`src/logic/tvd_defines.svh`:
```
// Register offsets, field positions, reset values and delegation masks
`ifndef TVD_DEFINES_SVH
`define TVD_DEFINES_SVH

// ---------------------------------------------------------------
// Register byte offsets
// ---------------------------------------------------------------
`define TVD_OFF_TVEC      8'h00
`define TVD_OFF_EDELEG    8'h04
`define TVD_OFF_IDELEG    8'h08
`define TVD_OFF_SEDELEG   8'h0C
`define TVD_OFF_SIDELEG   8'h10
`define TVD_OFF_STVEC     8'h14
`define TVD_OFF_UTVEC     8'h18
`define TVD_OFF_SCAUSE    8'h1C
`define TVD_OFF_SEPC      8'h20
`define TVD_OFF_UCAUSE    8'h24
`define TVD_OFF_UEPC      8'h28
`define TVD_OFF_STATUS    8'h2C
`define TVD_OFF_MCAUSE    8'h30
`define TVD_OFF_MEPC      8'h34

// ---------------------------------------------------------------
// Fields
// ---------------------------------------------------------------
`define TVD_MODE_LSB      0
`define TVD_MODE_MSB      1
`define TVD_BASE_LSB      2
`define TVD_MODE_DIRECT   2'h0
`define TVD_MODE_VECTORED 2'h1
`define TVD_CAUSE_INT_BIT 31
// Status layout: user ie 0, sup ie 1, mach ie 3, user pie 4,
// sup pie 5, mach pie 7, sup pp 8, mach pp 12:11
`define TVD_ST_UIE        0
`define TVD_ST_SIE        1
`define TVD_ST_MIE        3
`define TVD_ST_UPIE       4
`define TVD_ST_SPIE       5
`define TVD_ST_MACHINE_PREVIOUS_INT_ENABLE       7
`define TVD_ST_SPP        8
`define TVD_ST_MPP_LSB    11

// ---------------------------------------------------------------
// Reset values and delegatable positions
// ---------------------------------------------------------------
`define TVD_TVEC_RESET    32'h0000_0000
`define TVD_EDELEG_MASK   32'h0000_B3FF
`define TVD_SEDELEG_MASK  32'h0000_B1FF
`define TVD_IDELEG_MASK   32'h0000_0333
`define TVD_SIDELEG_MASK  32'h0000_0111
`define TVD_STATUS_RESET  32'h0000_1800

`endif

```
`src/logic/tvd_pkg.sv`:
```
// Types shared by the trap vector and delegation block
package tvd_pkg;

  typedef enum logic [1:0] {
    TVD_PRIV_U = 2'h0,
    TVD_PRIV_S = 2'h1,
    TVD_PRIV_M = 2'h3
  } tvd_priv_t;

  typedef enum logic [1:0] {
    TVD_SYS_M,
    TVD_SYS_MU,
    TVD_SYS_MUN,
    TVD_SYS_MSU
  } tvd_sys_t;

endpackage

```
`src/logic/tvd_trap_unit.sv`:
```
// Trap target selection, delegation and trap state update
//
// How it works
// (RULE1) Vector register: word base in upper bits, two-bit mode in bits 1:0.
// (RULE2) Vector register always present; optionally hardwired or restricted.
// (RULE3) Vector base always four-byte aligned; low bits never stored.
// (RULE4) Mode 0 is direct, mode 1 is vectored, two and above reserved.
// (RULE5) Direct mode sends every machine trap to the base address.
// (RULE6) Vectored: exceptions to base, interrupts to base plus four times cause.
// (RULE7) Vectored mode may force stricter base alignment, up to 4*width bytes.
// (RULE8) Vectored interrupt cause zero lands at the exception address.
// (RULE9) Without delegation every trap is handled in machine mode.
// (RULE10) With supervisor, machine delegation bits send S/U traps to supervisor.
// (RULE11) Supervisor delegation bits pass user-mode traps on to user handler.
// (RULE12) Machine-user system with user traps: delegation sends to user handler.
// (RULE13) Without delegation targets both machine delegation registers are absent.
// (RULE14) Delegated trap writes target cause, pc, prior mode, prior ie; clears ie.
// (RULE15) Delegated trap leaves machine cause, pc, prior mode and ie untouched.
// (RULE16) No delegation bit stuck at one; all-ones readback shows supported bits.
// (RULE17) Traps never go to a less privileged mode than the current one.
// (RULE18) Delegated trap raised in its target mode stays in that mode.
// (RULE19) Exception delegation bit index equals cause; bit 8 is user ecall.
// (RULE20) Interrupt delegation follows pending layout; supervisor timer in bit 5.
// (RULE21) Impossible exceptions read zero: machine bit 11, supervisor bits 11:9.
// (RULE22) A reserved mode write leaves the mode field at a legal value.
`timescale 1ns/1ps
`include "tvd_defines.svh"

module tvd_trap_unit #(
  parameter tvd_pkg::tvd_sys_t SYS         = tvd_pkg::TVD_SYS_MSU,
  parameter bit                TVEC_RO     = 1'b0,
  parameter logic [31:0]       TVEC_FIXED  = `TVD_TVEC_RESET,
  parameter int                VEC_ALIGN   = 2
) (
  input  wire logic        sys_clk,
  input  wire logic        rst,
  // Wishbone classic slave
  input  wire logic        wb_cyc_i,
  input  wire logic        wb_stb_i,
  input  wire logic        wb_we_i,
  input  wire logic [7:0]  wb_adr_i,
  input  wire logic [3:0]  wb_sel_i,
  input  wire logic [31:0] wb_dat_i,
  output logic      [31:0] wb_dat_o,
  output logic             wb_ack_o,
  output logic             wb_err_o,
  // Trap request from the pipeline
  input  wire logic        trap_valid,
  input  wire logic        trap_is_int,
  input  wire logic [4:0]  trap_cause,
  input  wire logic [31:0] trap_pc,
  input  wire logic [1:0]  cur_priv,
  // Trap answer
  output logic             trap_taken,
  output logic      [31:0] trap_target_pc,
  output logic      [1:0]  trap_new_priv,
  output logic      [31:0] status_o
);

  // -------------------------------------------------------------
  // Elaboration checks
  // -------------------------------------------------------------
  // Alignment in vectored mode up to 4*32 bytes, i.e. 7 low bits
  if (VEC_ALIGN < 2 || VEC_ALIGN > 7) begin : g_bad_align
    $error("VEC_ALIGN must lie in 2..7");
  end

  localparam bit HAS_S   = (SYS == tvd_pkg::TVD_SYS_MSU);
  localparam bit HAS_N   = (SYS == tvd_pkg::TVD_SYS_MUN) || HAS_S;
  localparam bit HAS_DEL = HAS_S || (SYS == tvd_pkg::TVD_SYS_MUN);  // [RULE13]
  localparam logic [31:0] EMASK  = HAS_DEL ? `TVD_EDELEG_MASK : 32'h0000_0000;
  localparam logic [31:0] IMASK  = HAS_DEL ? `TVD_IDELEG_MASK : 32'h0000_0000;
  localparam logic [31:0] SEMASK = (HAS_S && HAS_N) ? `TVD_SEDELEG_MASK : 32'h0000_0000;
  localparam logic [31:0] SIMASK = (HAS_S && HAS_N) ? `TVD_SIDELEG_MASK : 32'h0000_0000;

  // -------------------------------------------------------------
  // Registers
  // -------------------------------------------------------------
  logic [31:0] tvec_q, edeleg_q, ideleg_q, sedeleg_q, sideleg_q;
  logic [31:0] stvec_q, utvec_q, scause_q, sepc_q, ucause_q, uepc_q;
  logic [31:0] mcause_q, mepc_q, status_q;
  logic        ack_q;

  // -------------------------------------------------------------
  // Bus decode
  // -------------------------------------------------------------
  wire req      = wb_cyc_i && wb_stb_i && !ack_q;
  wire hit_tvec = (wb_adr_i == `TVD_OFF_TVEC);
  wire hit_ed   = (wb_adr_i == `TVD_OFF_EDELEG) && HAS_DEL;
  wire hit_id   = (wb_adr_i == `TVD_OFF_IDELEG) && HAS_DEL;
  wire hit_sed  = (wb_adr_i == `TVD_OFF_SEDELEG) && HAS_S && HAS_N;
  wire hit_sid  = (wb_adr_i == `TVD_OFF_SIDELEG) && HAS_S && HAS_N;
  wire hit_stv  = (wb_adr_i == `TVD_OFF_STVEC) && HAS_S;
  wire hit_utv  = (wb_adr_i == `TVD_OFF_UTVEC) && HAS_N;
  wire hit_sc   = (wb_adr_i == `TVD_OFF_SCAUSE) && HAS_S;
  wire hit_se   = (wb_adr_i == `TVD_OFF_SEPC) && HAS_S;
  wire hit_uc   = (wb_adr_i == `TVD_OFF_UCAUSE) && HAS_N;
  wire hit_ue   = (wb_adr_i == `TVD_OFF_UEPC) && HAS_N;
  wire hit_st   = (wb_adr_i == `TVD_OFF_STATUS);
  wire hit_mc   = (wb_adr_i == `TVD_OFF_MCAUSE);
  wire hit_me   = (wb_adr_i == `TVD_OFF_MEPC);
  wire hit_any  = hit_tvec | hit_ed | hit_id | hit_sed | hit_sid | hit_stv | hit_utv |
                  hit_sc | hit_se | hit_uc | hit_ue | hit_st | hit_mc | hit_me;
  // Req is masked by ack_q on the ack edge, so the write strobe qualifies on cyc and stb alone
  wire wr       = wb_cyc_i && wb_stb_i && wb_we_i && hit_any;

  // Byte-lane merge of write data into an old value
  function automatic logic [31:0] merge(input logic [31:0] old, input logic [31:0] nw,
                                        input logic [3:0] sel);
    logic [31:0] r;
    r = old;
    for (int i = 0; i < 4; i++) begin
      if (sel[i]) begin
        r[i*8 +: 8] = nw[i*8 +: 8];
      end
    end
    return r;
  endfunction

  // Legalise a vector word: reserved mode keeps the old mode, base is aligned
  function automatic logic [31:0] legal_vec(input logic [31:0] nw, input logic [31:0] old);
    logic [1:0]  m;
    logic [31:0] b;
    m = (nw[1:0] >= 2'h2) ? old[1:0] : nw[1:0];  // [RULE22] [RULE4]
    b = {nw[31:2], 2'h0};  // [RULE3] [RULE1]
    if (m == `TVD_MODE_VECTORED) begin
      b = b & ~((32'h1 << VEC_ALIGN) - 32'h1);  // [RULE7]
    end
    return {b[31:2], m};
  endfunction

  wire [31:0] wmerge = merge(wb_dat_o, wb_dat_i, wb_sel_i);

  assign wb_ack_o = ack_q && wb_cyc_i && wb_stb_i;
  assign wb_err_o = 1'b0;

  always_ff @(posedge sys_clk or posedge rst) begin
    if (rst) begin
      ack_q    <= 1'b0;
      wb_dat_o <= 32'h0000_0000;
    end else begin
      ack_q    <= req;
      // Unmapped offsets answer with zero data
      wb_dat_o <= hit_tvec ? tvec_q : hit_ed ? edeleg_q : hit_id ? ideleg_q :
                  hit_sed ? sedeleg_q : hit_sid ? sideleg_q : hit_stv ? stvec_q :
                  hit_utv ? utvec_q : hit_sc ? scause_q : hit_se ? sepc_q :
                  hit_uc ? ucause_q : hit_ue ? uepc_q : hit_st ? status_q :
                  hit_mc ? mcause_q : hit_me ? mepc_q : 32'h0000_0000;
    end
  end

  // Write happens at the edge that the ack is sampled, once per access
  wire we_now = wr && ack_q;

  // -------------------------------------------------------------
  // Target privilege selection
  // -------------------------------------------------------------
  wire        m_del   = trap_is_int ? ideleg_q[trap_cause] : edeleg_q[trap_cause];   // [RULE19] [RULE20]
  wire        s_del   = trap_is_int ? sideleg_q[trap_cause] : sedeleg_q[trap_cause];
  wire        cur_m   = (cur_priv == tvd_pkg::TVD_PRIV_M);
  wire        cur_u   = (cur_priv == tvd_pkg::TVD_PRIV_U);
  logic [1:0] tgt;
  always_comb begin
    tgt = tvd_pkg::TVD_PRIV_M;  // [RULE9]
    if (!cur_m && m_del && HAS_S) begin
      tgt = (cur_u && s_del && HAS_N) ? tvd_pkg::TVD_PRIV_U
                                      : tvd_pkg::TVD_PRIV_S;  // [RULE10] [RULE11] [RULE18]
    end else if (!cur_m && m_del && HAS_N) begin
      tgt = tvd_pkg::TVD_PRIV_U;  // [RULE12]
    end
    // A machine-mode trap falls to the default branch: never downward [RULE17]
  end

  wire [31:0] vec_sel = (tgt == tvd_pkg::TVD_PRIV_M) ? tvec_q :
                        (tgt == tvd_pkg::TVD_PRIV_S) ? stvec_q : utvec_q;
  wire [31:0] vbase   = {vec_sel[31:2], 2'h0};
  // Cause zero lands on the base, which also serves exceptions [RULE8]
  wire [31:0] vtgt    = (trap_is_int && vec_sel[1:0] == `TVD_MODE_VECTORED)
                      ? vbase + {25'h0, trap_cause, 2'h0} : vbase;  // [RULE5] [RULE6]
  wire [31:0] cause_w = {trap_is_int, 26'h0, trap_cause};
  wire [31:0] epc_w   = {trap_pc[31:2], 2'h0};

  // -------------------------------------------------------------
  // Trap answer
  // -------------------------------------------------------------
  always_ff @(posedge sys_clk or posedge rst) begin
    if (rst) begin
      trap_taken     <= 1'b0;
      trap_target_pc <= 32'h0000_0000;
      trap_new_priv  <= tvd_pkg::TVD_PRIV_M;
    end else begin
      trap_taken <= trap_valid;
      if (trap_valid) begin
        trap_target_pc <= vtgt;
        trap_new_priv  <= tgt;
      end
    end
  end

  // -------------------------------------------------------------
  // Vector and delegation registers
  // -------------------------------------------------------------
  always_ff @(posedge sys_clk or posedge rst) begin
    if (rst) begin
      tvec_q    <= TVEC_FIXED;
      edeleg_q  <= 32'h0000_0000;
      ideleg_q  <= 32'h0000_0000;
      sedeleg_q <= 32'h0000_0000;
      sideleg_q <= 32'h0000_0000;
      stvec_q   <= `TVD_TVEC_RESET;
      utvec_q   <= `TVD_TVEC_RESET;
    end else if (we_now) begin
      if (hit_tvec && !TVEC_RO) begin
        tvec_q <= legal_vec(wmerge, tvec_q);  // [RULE2]
      end
      if (hit_ed) begin
        edeleg_q <= wmerge & EMASK;  // [RULE16] [RULE21]
      end
      if (hit_id) begin
        ideleg_q <= wmerge & IMASK;  // [RULE16]
      end
      if (hit_sed) begin
        sedeleg_q <= wmerge & SEMASK;  // [RULE21]
      end
      if (hit_sid) begin
        sideleg_q <= wmerge & SIMASK;
      end
      if (hit_stv) begin
        stvec_q <= legal_vec(wmerge, stvec_q);
      end
      if (hit_utv) begin
        utvec_q <= legal_vec(wmerge, utvec_q);
      end
    end
  end

  // -------------------------------------------------------------
  // Cause, exception pc and status; trap update beats a bus write
  // -------------------------------------------------------------
  wire to_m = trap_valid && tgt == tvd_pkg::TVD_PRIV_M;
  wire to_s = trap_valid && tgt == tvd_pkg::TVD_PRIV_S;
  wire to_u = trap_valid && tgt == tvd_pkg::TVD_PRIV_U;
  // Saved enable is that of the mode running when the trap hits
  wire cur_ie = cur_m ? status_q[`TVD_ST_MIE] :
                cur_u ? status_q[`TVD_ST_UIE] : status_q[`TVD_ST_SIE];

  logic [31:0] status_d;
  always_comb begin
    status_d = status_q;
    if (to_m) begin
      status_d[`TVD_ST_MACHINE_PREVIOUS_INT_ENABLE] = cur_ie;
      status_d[`TVD_ST_MIE]  = 1'b0;
      status_d[`TVD_ST_MPP_LSB +: 2] = cur_priv;
    end else if (to_s) begin
      status_d[`TVD_ST_SPIE] = cur_ie;  // [RULE14] [RULE15]
      status_d[`TVD_ST_SIE]  = 1'b0;
      status_d[`TVD_ST_SPP]  = cur_priv[0];
    end else if (to_u) begin
      status_d[`TVD_ST_UPIE] = cur_ie;  // [RULE14]
      status_d[`TVD_ST_UIE]  = 1'b0;
    end else if (we_now && hit_st) begin
      status_d = wmerge;
    end
  end

  always_ff @(posedge sys_clk or posedge rst) begin
    if (rst) begin
      status_q <= `TVD_STATUS_RESET;
      mcause_q <= 32'h0000_0000;
      mepc_q   <= 32'h0000_0000;
      scause_q <= 32'h0000_0000;
      sepc_q   <= 32'h0000_0000;
      ucause_q <= 32'h0000_0000;
      uepc_q   <= 32'h0000_0000;
    end else begin
      status_q <= status_d;
      if (to_m) begin
        mcause_q <= cause_w;
        mepc_q   <= epc_w;
      end else if (we_now && hit_mc) begin
        mcause_q <= wmerge;
      end else if (we_now && hit_me) begin
        mepc_q <= {wmerge[31:2], 2'h0};
      end
      if (to_s) begin
        scause_q <= cause_w;  // [RULE14]
        sepc_q   <= epc_w;
      end else if (we_now && hit_sc) begin
        scause_q <= wmerge;
      end else if (we_now && hit_se) begin
        sepc_q <= {wmerge[31:2], 2'h0};
      end
      if (to_u) begin
        ucause_q <= cause_w;
        uepc_q   <= epc_w;
      end else if (we_now && hit_uc) begin
        ucause_q <= wmerge;
      end else if (we_now && hit_ue) begin
        uepc_q <= {wmerge[31:2], 2'h0};
      end
    end
  end

  assign status_o = status_q;

  // -------------------------------------------------------------
  // Checks
  // -------------------------------------------------------------
  chk_mode_legal: assert property (@(posedge sys_clk) disable iff (rst)
    tvec_q[1:0] < 2'h2) else $error("vector mode holds reserved value");  // [RULE22]

  chk_no_downward: assert property (@(posedge sys_clk) disable iff (rst)
    trap_valid && cur_m |=> trap_new_priv == tvd_pkg::TVD_PRIV_M)
    else $error("machine trap left machine mode");  // [RULE17]

  chk_direct_base: assert property (@(posedge sys_clk) disable iff (rst)
    trap_valid && tgt == tvd_pkg::TVD_PRIV_M && tvec_q[1:0] == `TVD_MODE_DIRECT
    |=> trap_target_pc == $past(vbase)) else $error("direct trap off base");  // [RULE5]

  chk_vector_int: assert property (@(posedge sys_clk) disable iff (rst)
    trap_valid && trap_is_int && tgt == tvd_pkg::TVD_PRIV_M &&
    tvec_q[1:0] == `TVD_MODE_VECTORED
    |=> trap_target_pc == $past({tvec_q[31:2], 2'h0}) + {25'h0, $past(trap_cause), 2'h0})
    else $error("vectored interrupt target wrong");  // [RULE6]

  chk_mcause_keep: assert property (@(posedge sys_clk) disable iff (rst)
    to_s || to_u |=> $stable(mcause_q) && $stable(mepc_q))
    else $error("delegated trap touched machine cause");  // [RULE15]

  chk_del_ie_clear: assert property (@(posedge sys_clk) disable iff (rst)
    to_s |=> !status_q[`TVD_ST_SIE] && scause_q == $past(cause_w))
    else $error("supervisor trap state not updated");  // [RULE14]

  chk_bit11_zero: assert property (@(posedge sys_clk) disable iff (rst)
    !edeleg_q[11] && sedeleg_q[11:9] == 3'h0) else $error("fixed-zero bit set");  // [RULE21]

  chk_undelegated_m: assert property (@(posedge sys_clk) disable iff (rst)
    trap_valid && !m_del |=> trap_new_priv == tvd_pkg::TVD_PRIV_M)
    else $error("undelegated trap left machine");  // [RULE9]

  chk_ack_once: assert property (@(posedge sys_clk) disable iff (rst)
    wb_ack_o |=> !wb_ack_o) else $error("ack held two cycles");

  chk_vec_cause0: assert property (@(posedge sys_clk) disable iff (rst)
    trap_valid && trap_is_int && trap_cause == 5'h00 |=> trap_target_pc == $past(vbase))
    else $error("cause zero interrupt off base");  // [RULE8]

  chk_vec_exception: assert property (@(posedge sys_clk) disable iff (rst)
    trap_valid && !trap_is_int |=> trap_target_pc == $past(vbase))
    else $error("exception not sent to base");  // [RULE6]

  chk_stay_horizontal: assert property (@(posedge sys_clk) disable iff (rst)
    trap_valid && cur_priv == tvd_pkg::TVD_PRIV_S && m_del && HAS_S
    |=> trap_new_priv == tvd_pkg::TVD_PRIV_S)
    else $error("supervisor trap left its mode");  // [RULE18]

  chk_user_route: assert property (@(posedge sys_clk) disable iff (rst)
    trap_valid && cur_u && m_del && s_del && HAS_S && HAS_N
    |=> trap_new_priv == tvd_pkg::TVD_PRIV_U)
    else $error("user trap not passed on");  // [RULE11]

  chk_user_state: assert property (@(posedge sys_clk) disable iff (rst)
    to_u |=> !status_q[`TVD_ST_UIE] && ucause_q == $past(cause_w) &&
    uepc_q == $past(epc_w))
    else $error("user trap state not updated");  // [RULE14]

  chk_taken_pulse: assert property (@(posedge sys_clk) disable iff (rst)
    trap_taken == $past(trap_valid)) else $error("trap answer not one cycle late");

  chk_sub_mode_legal: assert property (@(posedge sys_clk) disable iff (rst)
    stvec_q[1:0] < 2'h2 && utvec_q[1:0] < 2'h2) else $error("sub vector mode reserved");  // [RULE22]

  chk_deleg_write: assert property (@(posedge sys_clk) disable iff (rst)
    wb_ack_o && wb_we_i && hit_ed |=> edeleg_q == ($past(wmerge) & EMASK))
    else $error("delegation write lost");  // [RULE16]

endmodule

```
`config.mk`:
```
export PLATFORM = sky130hd
export DESIGN_NAME = tvd_trap_unit
export DESIGN_NICKNAME = d
export VERILOG_FILES = /design/src/logic/tvd_pkg.sv /design/src/logic/tvd_trap_unit.sv
export VERILOG_INCLUDE_DIRS = /design/src /design/src/logic
export SDC_FILE = /design/constraint.sdc
export NUM_CORES = 1
export LEC_CHECK = 0
export ABC_CLOCK_PERIOD_IN_PS = 15600
export BUFFER_PORTS_ARGS = -buffer_cell sky130_fd_sc_hd__buf_2
export CELL_PAD_IN_SITES_DETAIL_PLACEMENT = 0
export CELL_PAD_IN_SITES_GLOBAL_PLACEMENT = 1
export CORE_MARGIN = 3
export CORE_UTILIZATION = 46
export DETAILED_ROUTE_END_ITERATION = 6
export GPL_ROUTABILITY_DRIVEN = 0
export GPL_TIMING_DRIVEN = 0
export MAX_ROUTING_LAYER = met4
export PLACE_DENSITY_LB_ADDON = 0.1
export REMOVE_ABC_BUFFERS = 1
export SYNTH_ARGS = -nofsm -noshare
export SYNTH_HDL_FRONTEND = slang
export SYNTH_SLANG_ARGS = --single-unit
```
`constraint.sdc`:
```
create_clock -name sys_clk -period 15.6 [get_ports sys_clk]
set_input_delay 2.34 -clock sys_clk [delete_from_list [all_inputs] [get_ports sys_clk]]
set_output_delay 2.34 -clock sys_clk [all_outputs]
set_load 0.1 [all_outputs]
```
==> results of run 1 <==
cell usage after synthesis, drive strengths merged (3+ instances only):
library cell,number,area [um^2]
buf,23,115.1
nor3,13,65.06
nand4,9,56.30
nor2b,6,37.54
nor2,252,945.9
a21o,5,38.79
a211o,9,78.83
o22ai,13,81.33
a31oi,34,212.7
a21boi,3,22.52
xor2,7,61.31
xnor2,16,140.1
and2,3,18.77
a22oi,46,345.3
nand2b,5,31.28
clkbuf,163,611.8
dfrtp,410,10260
ha,5,62.56
nand3b,7,52.55
a211oi,84,630.6
a221o,3,30.03
mux4,3,67.56
o21ai,324,1633
inv,16,60.06
o21a,4,30.03
or3,8,50.05
a222oi,32,320.3
nand3,59,295.3
a21oi,114,574.3
o221ai,24,210.2
a311o,3,30.03
o211ai,5,37.54
a41oi,10,87.58
mux2i,57,570.6
nor4b,3,41.29
nand2,435,1633
mux2,7,78.83
dfstp,4,105.1
nor3b,4,30.03
and3,6,37.54
a41o,4,40.04
a221oi,29,254.0
logic make-up after synthesis:
family	Yosys count	share of synthesized area [%]
XOR/XNOR	23	0.9896
AO/OA/AOI/OAI	762	23.60
buffers and inverters	202	3.866
flip-flops	414	50.92
multiplexers	67	3.522
adder cells (fa/ha/maj)	6	0.4057
AND/OR/NAND/NOR	822	16.68
other	1	0.01842
registers in the layout, indices dropped and copies added (netlist names):
register        count
status_o           32
scause_q           32
ack_q               1
sepc_q             30
utvec_q            32
wb_dat_o           32
uepc_q             30
ucause_q           32
tvec_q             32
ideleg_q            6
mcause_q           32
trap_target_pc     30
sideleg_q           3
edeleg_q           13
stvec_q            32
trap_taken          1
mepc_q             30
sedeleg_q          12
trap_new_priv       2
worst max path at each step:
stage	start	end	cells after the start
final	cur_priv[1]	trap_target_pc[28]$_DFFE_PP0P_	19
after global routing	cur_priv[1]	trap_target_pc[26]$_DFFE_PP0P_	19
after CTS	trap_cause[0]	trap_target_pc[28]$_DFFE_PP0P_	18
after detailed placement	trap_cause[0]	trap_target_pc[26]$_DFFE_PP0P_	18
after global placement	trap_cause[0]	trap_target_pc[18]$_DFFE_PP0P_	9
after floorplan	rst	ack_q$_DFF_PP0_	1
report_power, final:
part,switching [mW],internal (mW),total (mW)
Combinational,0.196,0.0637,0.260
Sequential,0.0287,1.12,1.15
Clock,0.468,0.707,1.18
area by class of cell:
type	instances	area share (%)
inverter	16	0.2818
multi-input combinational	1683	39.21
antenna	1	0.01044
timing repair buffer	233	7.404
clock buffer	65	5.646
sequential	414	43.23
tap	585	3.053
clock inverter	22	1.169
through the flow:
stage	instance area [um^2]	instances	worst slack, ns	util (%)	setup TNS, ns
floorplan	19640	2113	1.745	-	0
global placement	21290	2883	-5.074	49.11	-1778.40
detailed placement	22270	2927	6.782	51.37	0
CTS	23910	3014	7.418	55.14	0
global route	23980	3018	8.025	55.29	0
finish	23980	3019	8.264	55.30	0
metal layers:
layer	share of wire, %	wire [um]
met5	0	0
met4	2.4	1655
met3	8.4	5817
met2	45	31170
met1	44	30930
==> flow_summary.toml, run 1 <==
[routing]
viasPerCell = 6.023
postRouteAntennaNets = 0
wire_per_inst_um = 23.04
drcViolationCount = 0
drt_wl_total_um = 69570
first_pass_iters = 6
drtIter0Drc = 1966
vias = 18180

[layout]
layout_commonest_cell = "nand2_1"
nNetsFinal = 2491
drive_gt1_share_pct = 15.17
multi_input_area_um2 = 9402
layout_common_cells = "428 x nand2_1, 410 x dfrtp_1, 322 x o21ai_0"
area_growth_pct = 17.79
regArea_um2 = 10360
nFillCells = 4035

[floorplan]
io_pins = 191
core_area_um2 = 43360
dieArea_um2 = 46810
start_util_pct = 46.94
chipHeight_um = 216.4
die_w_um = 216.4
row_count = 76

[synthesis]
synthArstFlopShare_pct = 100.0
synth-main-ff-cell = "dfrtp_1"
synth_cell_types = 75
synth_edf_count = 0
synth_seq_cells = 414
synth_area_um2 = 20360
syn_inst = 2297
yosys_warnings = 0
syn-mean-instance-area_um2 = 8.862
ys_seq_area_share_pct = 50.92

[global_routing]
grt_use_met3_pct = 5.665
use_met1_pct = 43.01
busiest_layer = "met2"
grt_max_degree = 119
track_usage_pct = 30.43
grt_pass1_wl_um = 106600
met2_usage_pct = 45.78
grt-ovfl-total = 0
grt_pass1_vias = 17290
grt_antenna_before_repair = 0

[setup_path]
crit_family = "compound AO/OA/AOI/OAI gates"
worstPathMaxFanout = 23
start_kind = "input port"
end_kind = "flip-flop"
r2r.worst_path.cells = 18
worstPathCellList = "buf_2, or3_1, a2111oi_2, a21oi_1, a21oi_4, buf_16, nand2_1, a31oi_1, ha_1, fa_1, a21oi_1, nor2_1, nor2_1, o21bai_1, nand4b_1, o21ai_2, nor4b_4, mux2i_1, a311o_1"
slowest_delay_ns = 0.72
timing.rr.start = "sideleg_q[8]$_DFFE_PP0P_"
critical_path_buf_inv_count = 2
critPathKind = "in -> reg"
crit_slowest_cell = "a21oi_4"
critPathArrivalTime_ns = 7.80
critical_path_required_ns = 16.06
rrSetupSlack_ns = 10.20
r2r_end = "trap_target_pc[28]$_DFFE_PP0P_"

[power_and_ir_drop]
power_leakage_nw = 10.20
total_power_mw = 2.588
p_per_area_nw_per_um2 = 107.9
ir_worst_vdd_v = 0.00006987

[timing]
drv_slew = 0
hold_viol = 0
setup_viol = 0
min_period_ns = 7.336
fin_skew_ns = 0.01862
max_slew_margin_pct = 1.773
tightest_slew_ns = 1.432
holdWs_ns = 0.4109
rsz0062_at_grt = "no"
max_freq_mhz = 136.3
timing.final.crit_share_pct = 47.03

[hold_path]
hp-class = "reg -> reg"
min_to = "ack_q$_DFF_PP0_"
whs_path_depth = 1
hold_path_startpoint = "ack_q$_DFF_PP0_"

[place]
dp_hpwl_um = 46800
port_buffers = 185

[clock_tree]
path_clk_slew_ns = 0.06
clockBufferDepth = 3
cts_inserted_buffers = 47
cts_max_level = 2
cts.sink_count = 414
cts_resized = 0
clock_latency_ns = 0.59
postCtsSetupBuffers = 0
cts_tree = "yes"
clockRootBuffer = "clkbuf_16"
cts_hold_buf = 0

[job]
maxCapViolCount = 0

[run_status]
status = "finished clean"
Note: power is estimated with default switching activity, not from simulation.
==> run 2: changes to the inputs <==
ABC_AREA = 1   (was default)
ABC_CLOCK_PERIOD_IN_PS = 7600   (was 15600)
CORE_UTILIZATION = 45   (was 46)
clock period = 7.6 ns   (was 15.6 ns; I/O delays follow)
==> run 2 against run 1 <==
Compared with the run above:
- total power grew 110%
- wire length grew 17%
- setup slack lost 7.5 ns
- clock power grew 92%
- sequential share of layout area shrank 0.21 points
- largest power group is now sequential cells
- critical endpoint unchanged
==> flow_summary.toml, run 2 <==
[synthesis]
synth_top_area_share_pct = 48.99
synth_seq_cells = 414
synth-main-ff-cell = "dfrtp_1"
synth_cell_types = 46
synthArstFlopShare_pct = 100.0
synth_area_um2 = 20940
ys_seq_area_share_pct = 49.49
syn-mean-instance-area_um2 = 7.785
synth_edf_count = 0
yosys-top-cells-count = "804 x nand2_1, 410 x dfrtp_1, 319 x o21ai_0, 309 x inv_1, 139 x nor2_1"
synth_area_leaders = "dfrtp_1 49%, nand2_1 14%, o21ai_0 7.6%, inv_1 5.5%, nand3_1 3.1%"
yosysMostFrequentCell = "nand2_1"
synth_area_leader_cell = "dfrtp_1"
yosys_warnings = 0
syn_inst = 2690

[routing]
drtIter0Drc = 2230
wire_per_inst_um = 23.62
viasPerCell = 5.903
drcViolationCount = 0
drt_wl_total_um = 81120
postRouteAntennaNets = 0
first_pass_iters = 6
vias = 20280

[clock_tree]
cts_inserted_buffers = 47
clock_latency_ns = 0.59
cts.sink_count = 414
cts_tree = "yes"
clockRootBuffer = "clkbuf_16"
cts_max_level = 2
postCtsSetupBuffers = 0
clockBufferDepth = 3
cts_hold_buf = 0
path_clk_slew_ns = 0.06

[layout]
regArea_um2 = 10360
area_growth_pct = 15.04
nFillCells = 4384
drive_gt1_share_pct = 12.10
num_antenna_cells = 0
layout_common_cells = "802 x nand2_1, 410 x dfrtp_1, 319 x o21ai_0"
multi_input_area_um2 = 8856
nNetsFinal = 2896
stdcell_count = 3435
layout_commonest_cell = "nand2_1"
fin_util_pct = 52.75

[floorplan]
die_w_um = 221.7
dieArea_um2 = 49160
core_area_um2 = 45670
row_count = 78
chipHeight_um = 221.7
start_util_pct = 45.85
io_pins = 191

[timing]
holdWs_ns = 0.4254
min_period_ns = 6.821
hold_viol = 0
fin_skew_ns = 0.02371
max_slew_margin_pct = 1.978
setup_viol = 0
rsz0062_at_grt = "no"
drv_slew = 0
timing.final.crit_share_pct = 89.75
tightest_slew_ns = 1.467
max_freq_mhz = 146.6
fin_ws_ns = 0.7788

[setup_path]
path_common_cell = "nand2_1"
start_kind = "input port"
critical_path_required_ns = 8.06
slowest_delay_ns = 0.99
end_kind = "flip-flop"
timing.rr.start = "ideleg_q[8]$_DFFE_PP0P_"
critical_path_buf_inv_count = 4
critPathArrivalTime_ns = 7.28
crit_family = "simple AND/OR/NAND/NOR gates"
worstPathMaxFanout = 31
critPathKind = "in -> reg"
cp-startpoint = "trap_cause[0]"
crit_slowest_cell = "a21oi_2"

[power_and_ir_drop]
pwr-share-comb_pct = 13.5
intPower_mw = 3.833
p_sw_mw = 1.597
total_power_mw = 5.430
p_per_area_nw_per_um2 = 225.4
clkPwrFrac_pct = 41.7
p_sw_share_pct = 29.42
ir_worst_vdd_v = 0.0001458
power_leakage_nw = 11.72
seq_power_share_pct = 44.8

[run_status]
status = "finished clean"

[global_routing]
grt_max_degree = 102
grt_pass1_vias = 19510
grt_antenna_before_repair = 0
grt_pass1_wl_um = 121400
grt-ovfl-total = 0
track_usage_pct = 33.20

[job]
maxCapViolCount = 0

[place]
dp.cells = 3350
dp_hpwl_um = 53010
pre_cts_slack_ns = -0.7682
port_buffers = 185

[hold_path]
hp-class = "reg -> reg"
hold_path_startpoint = "ack_q$_DFF_PP0_"
-- run 2: changes by cell type after synthesis, moves of 25 or more --
cell	previous run	this run
a211oi_1	84	3
a21oi_1	113	66
a222oi_1	32	0
a22oi_1	46	0
clkbuf_1	163	121
inv_1	16	309
mux2i_1	57	0
nand2_1	435	804
nand3_1	59	128
nand4_1	9	34
nor2_1	252	139
o211ai_1	5	51
o221ai_1	24	70
o22ai_1	13	50
-- run 2: per-stage QoR --
stage | setup TNS, ns | cell area [um^2]
floorplan | -2079.33 | 20350
global placement | -4651.93 | 22020
detailed placement | -23.19 | 22590
CTS | 0 | 24080
global route | 0 | 24090
finish | 0 | 24090
-- run 2: area by class of cell --
class                           count  share of cell area [%]
Multi-Input combinational cell   1805                   36.76
Inverter                          326                   5.115
Clock buffer                       72                   5.697
Timing Repair Buffer              206                   5.816
Tap cell                          600                   3.116
Clock inverter                     12                  0.4778
Sequential cell                   414                   43.02
-- run 2: final timing paths --
| path | slack, ns | to | depth (start not counted) |
|---|---|---|---|
| max | 0.78 | trap_target_pc[28]$_DFFE_PP0P_ | 26 |
| min | 0.43 | ack_q$_DFF_PP0_ | 1 |
| max reg2reg | 1.84 | trap_target_pc[28]$_DFFE_PP0P_ | 25 |
| min reg2reg | 0.43 | ack_q$_DFF_PP0_ | 1 |
| max in group asynchronous | 5.76 | sedeleg_q[5]$_DFFE_PP0P_ | 4 |
| min in group asynchronous | 0.55 | uepc_q[21]$_DFFE_PP0P_ | 2 |
-- run 2: repair_timing --
| action | in CTS | in global routing |
|---|---|---|
| setup endpoints to repair | 9 | 5 |
| gates cloned | 1 | 0 |
| resized for setup | 0 | 1 |
| pin swaps | 1 | 0 |
-- run 2: logic make-up after synthesis --
kind of cell / Yosys count / synth area share, %
XOR/XNOR: 9 / 0.3764
multiplexers: 2 / 0.1075
other: 1 / 0.01791
flip-flops: 414 / 49.49
AO/OA/AOI/OAI: 641 / 18.62
adder cells (fa/ha/maj): 6 / 0.3943
buffers and inverters: 474 / 8.723
AND/OR/NAND/NOR: 1143 / 22.27
-- run 2: power by group through the flow --
stage	Clock, mW	Sequential, mW	Combinational, mW
floorplan	0	2.64	0.319
global placement	0	2.47	0.704
detailed placement	0	2.47	0.728
CTS	2.29	2.43	0.732
global route	2.38	2.45	0.794
finish	2.26	2.43	0.734
-- run 2: worst register-to-register path: stages (launching register included) --
cell and delay, ns:
dfrtp_1 0.35, inv_1 0.05, nand2_1 0.05, nand3_1 0.07
nor2_1 0.12, nor2_1 0.07, a21oi_2 0.99, nand2_4 0.57
nor2_4 0.81, a221oi_1 0.34, ha_1 0.33, fa_1 0.41
nand2_1 0.08, inv_1 0.05, o21ai_0 0.16, nand2_1 0.11
a21oi_1 0.14, inv_1 0.05, nand4_1 0.21, nor2_2 0.14
nand3_1 0.17, nor2_1 0.10, nand4_1 0.08, nand2_1 0.08
nand2_1 0.06, nand2_1 0.06
-- run 2: metal layers --
metal / part of all wire [%] / wire length [um] / track usage (%) / vias up
li1: - / - / - / 9138
met1: 41 / 33370 / 43.89 / 9929
met2: 45 / 36780 / 50.41 / 1023
met3: 7.9 / 6396 / 4.343 / 187
met4: 5.6 / 4578 / 17.09 / 0
met5: 0 / 0 / - / -
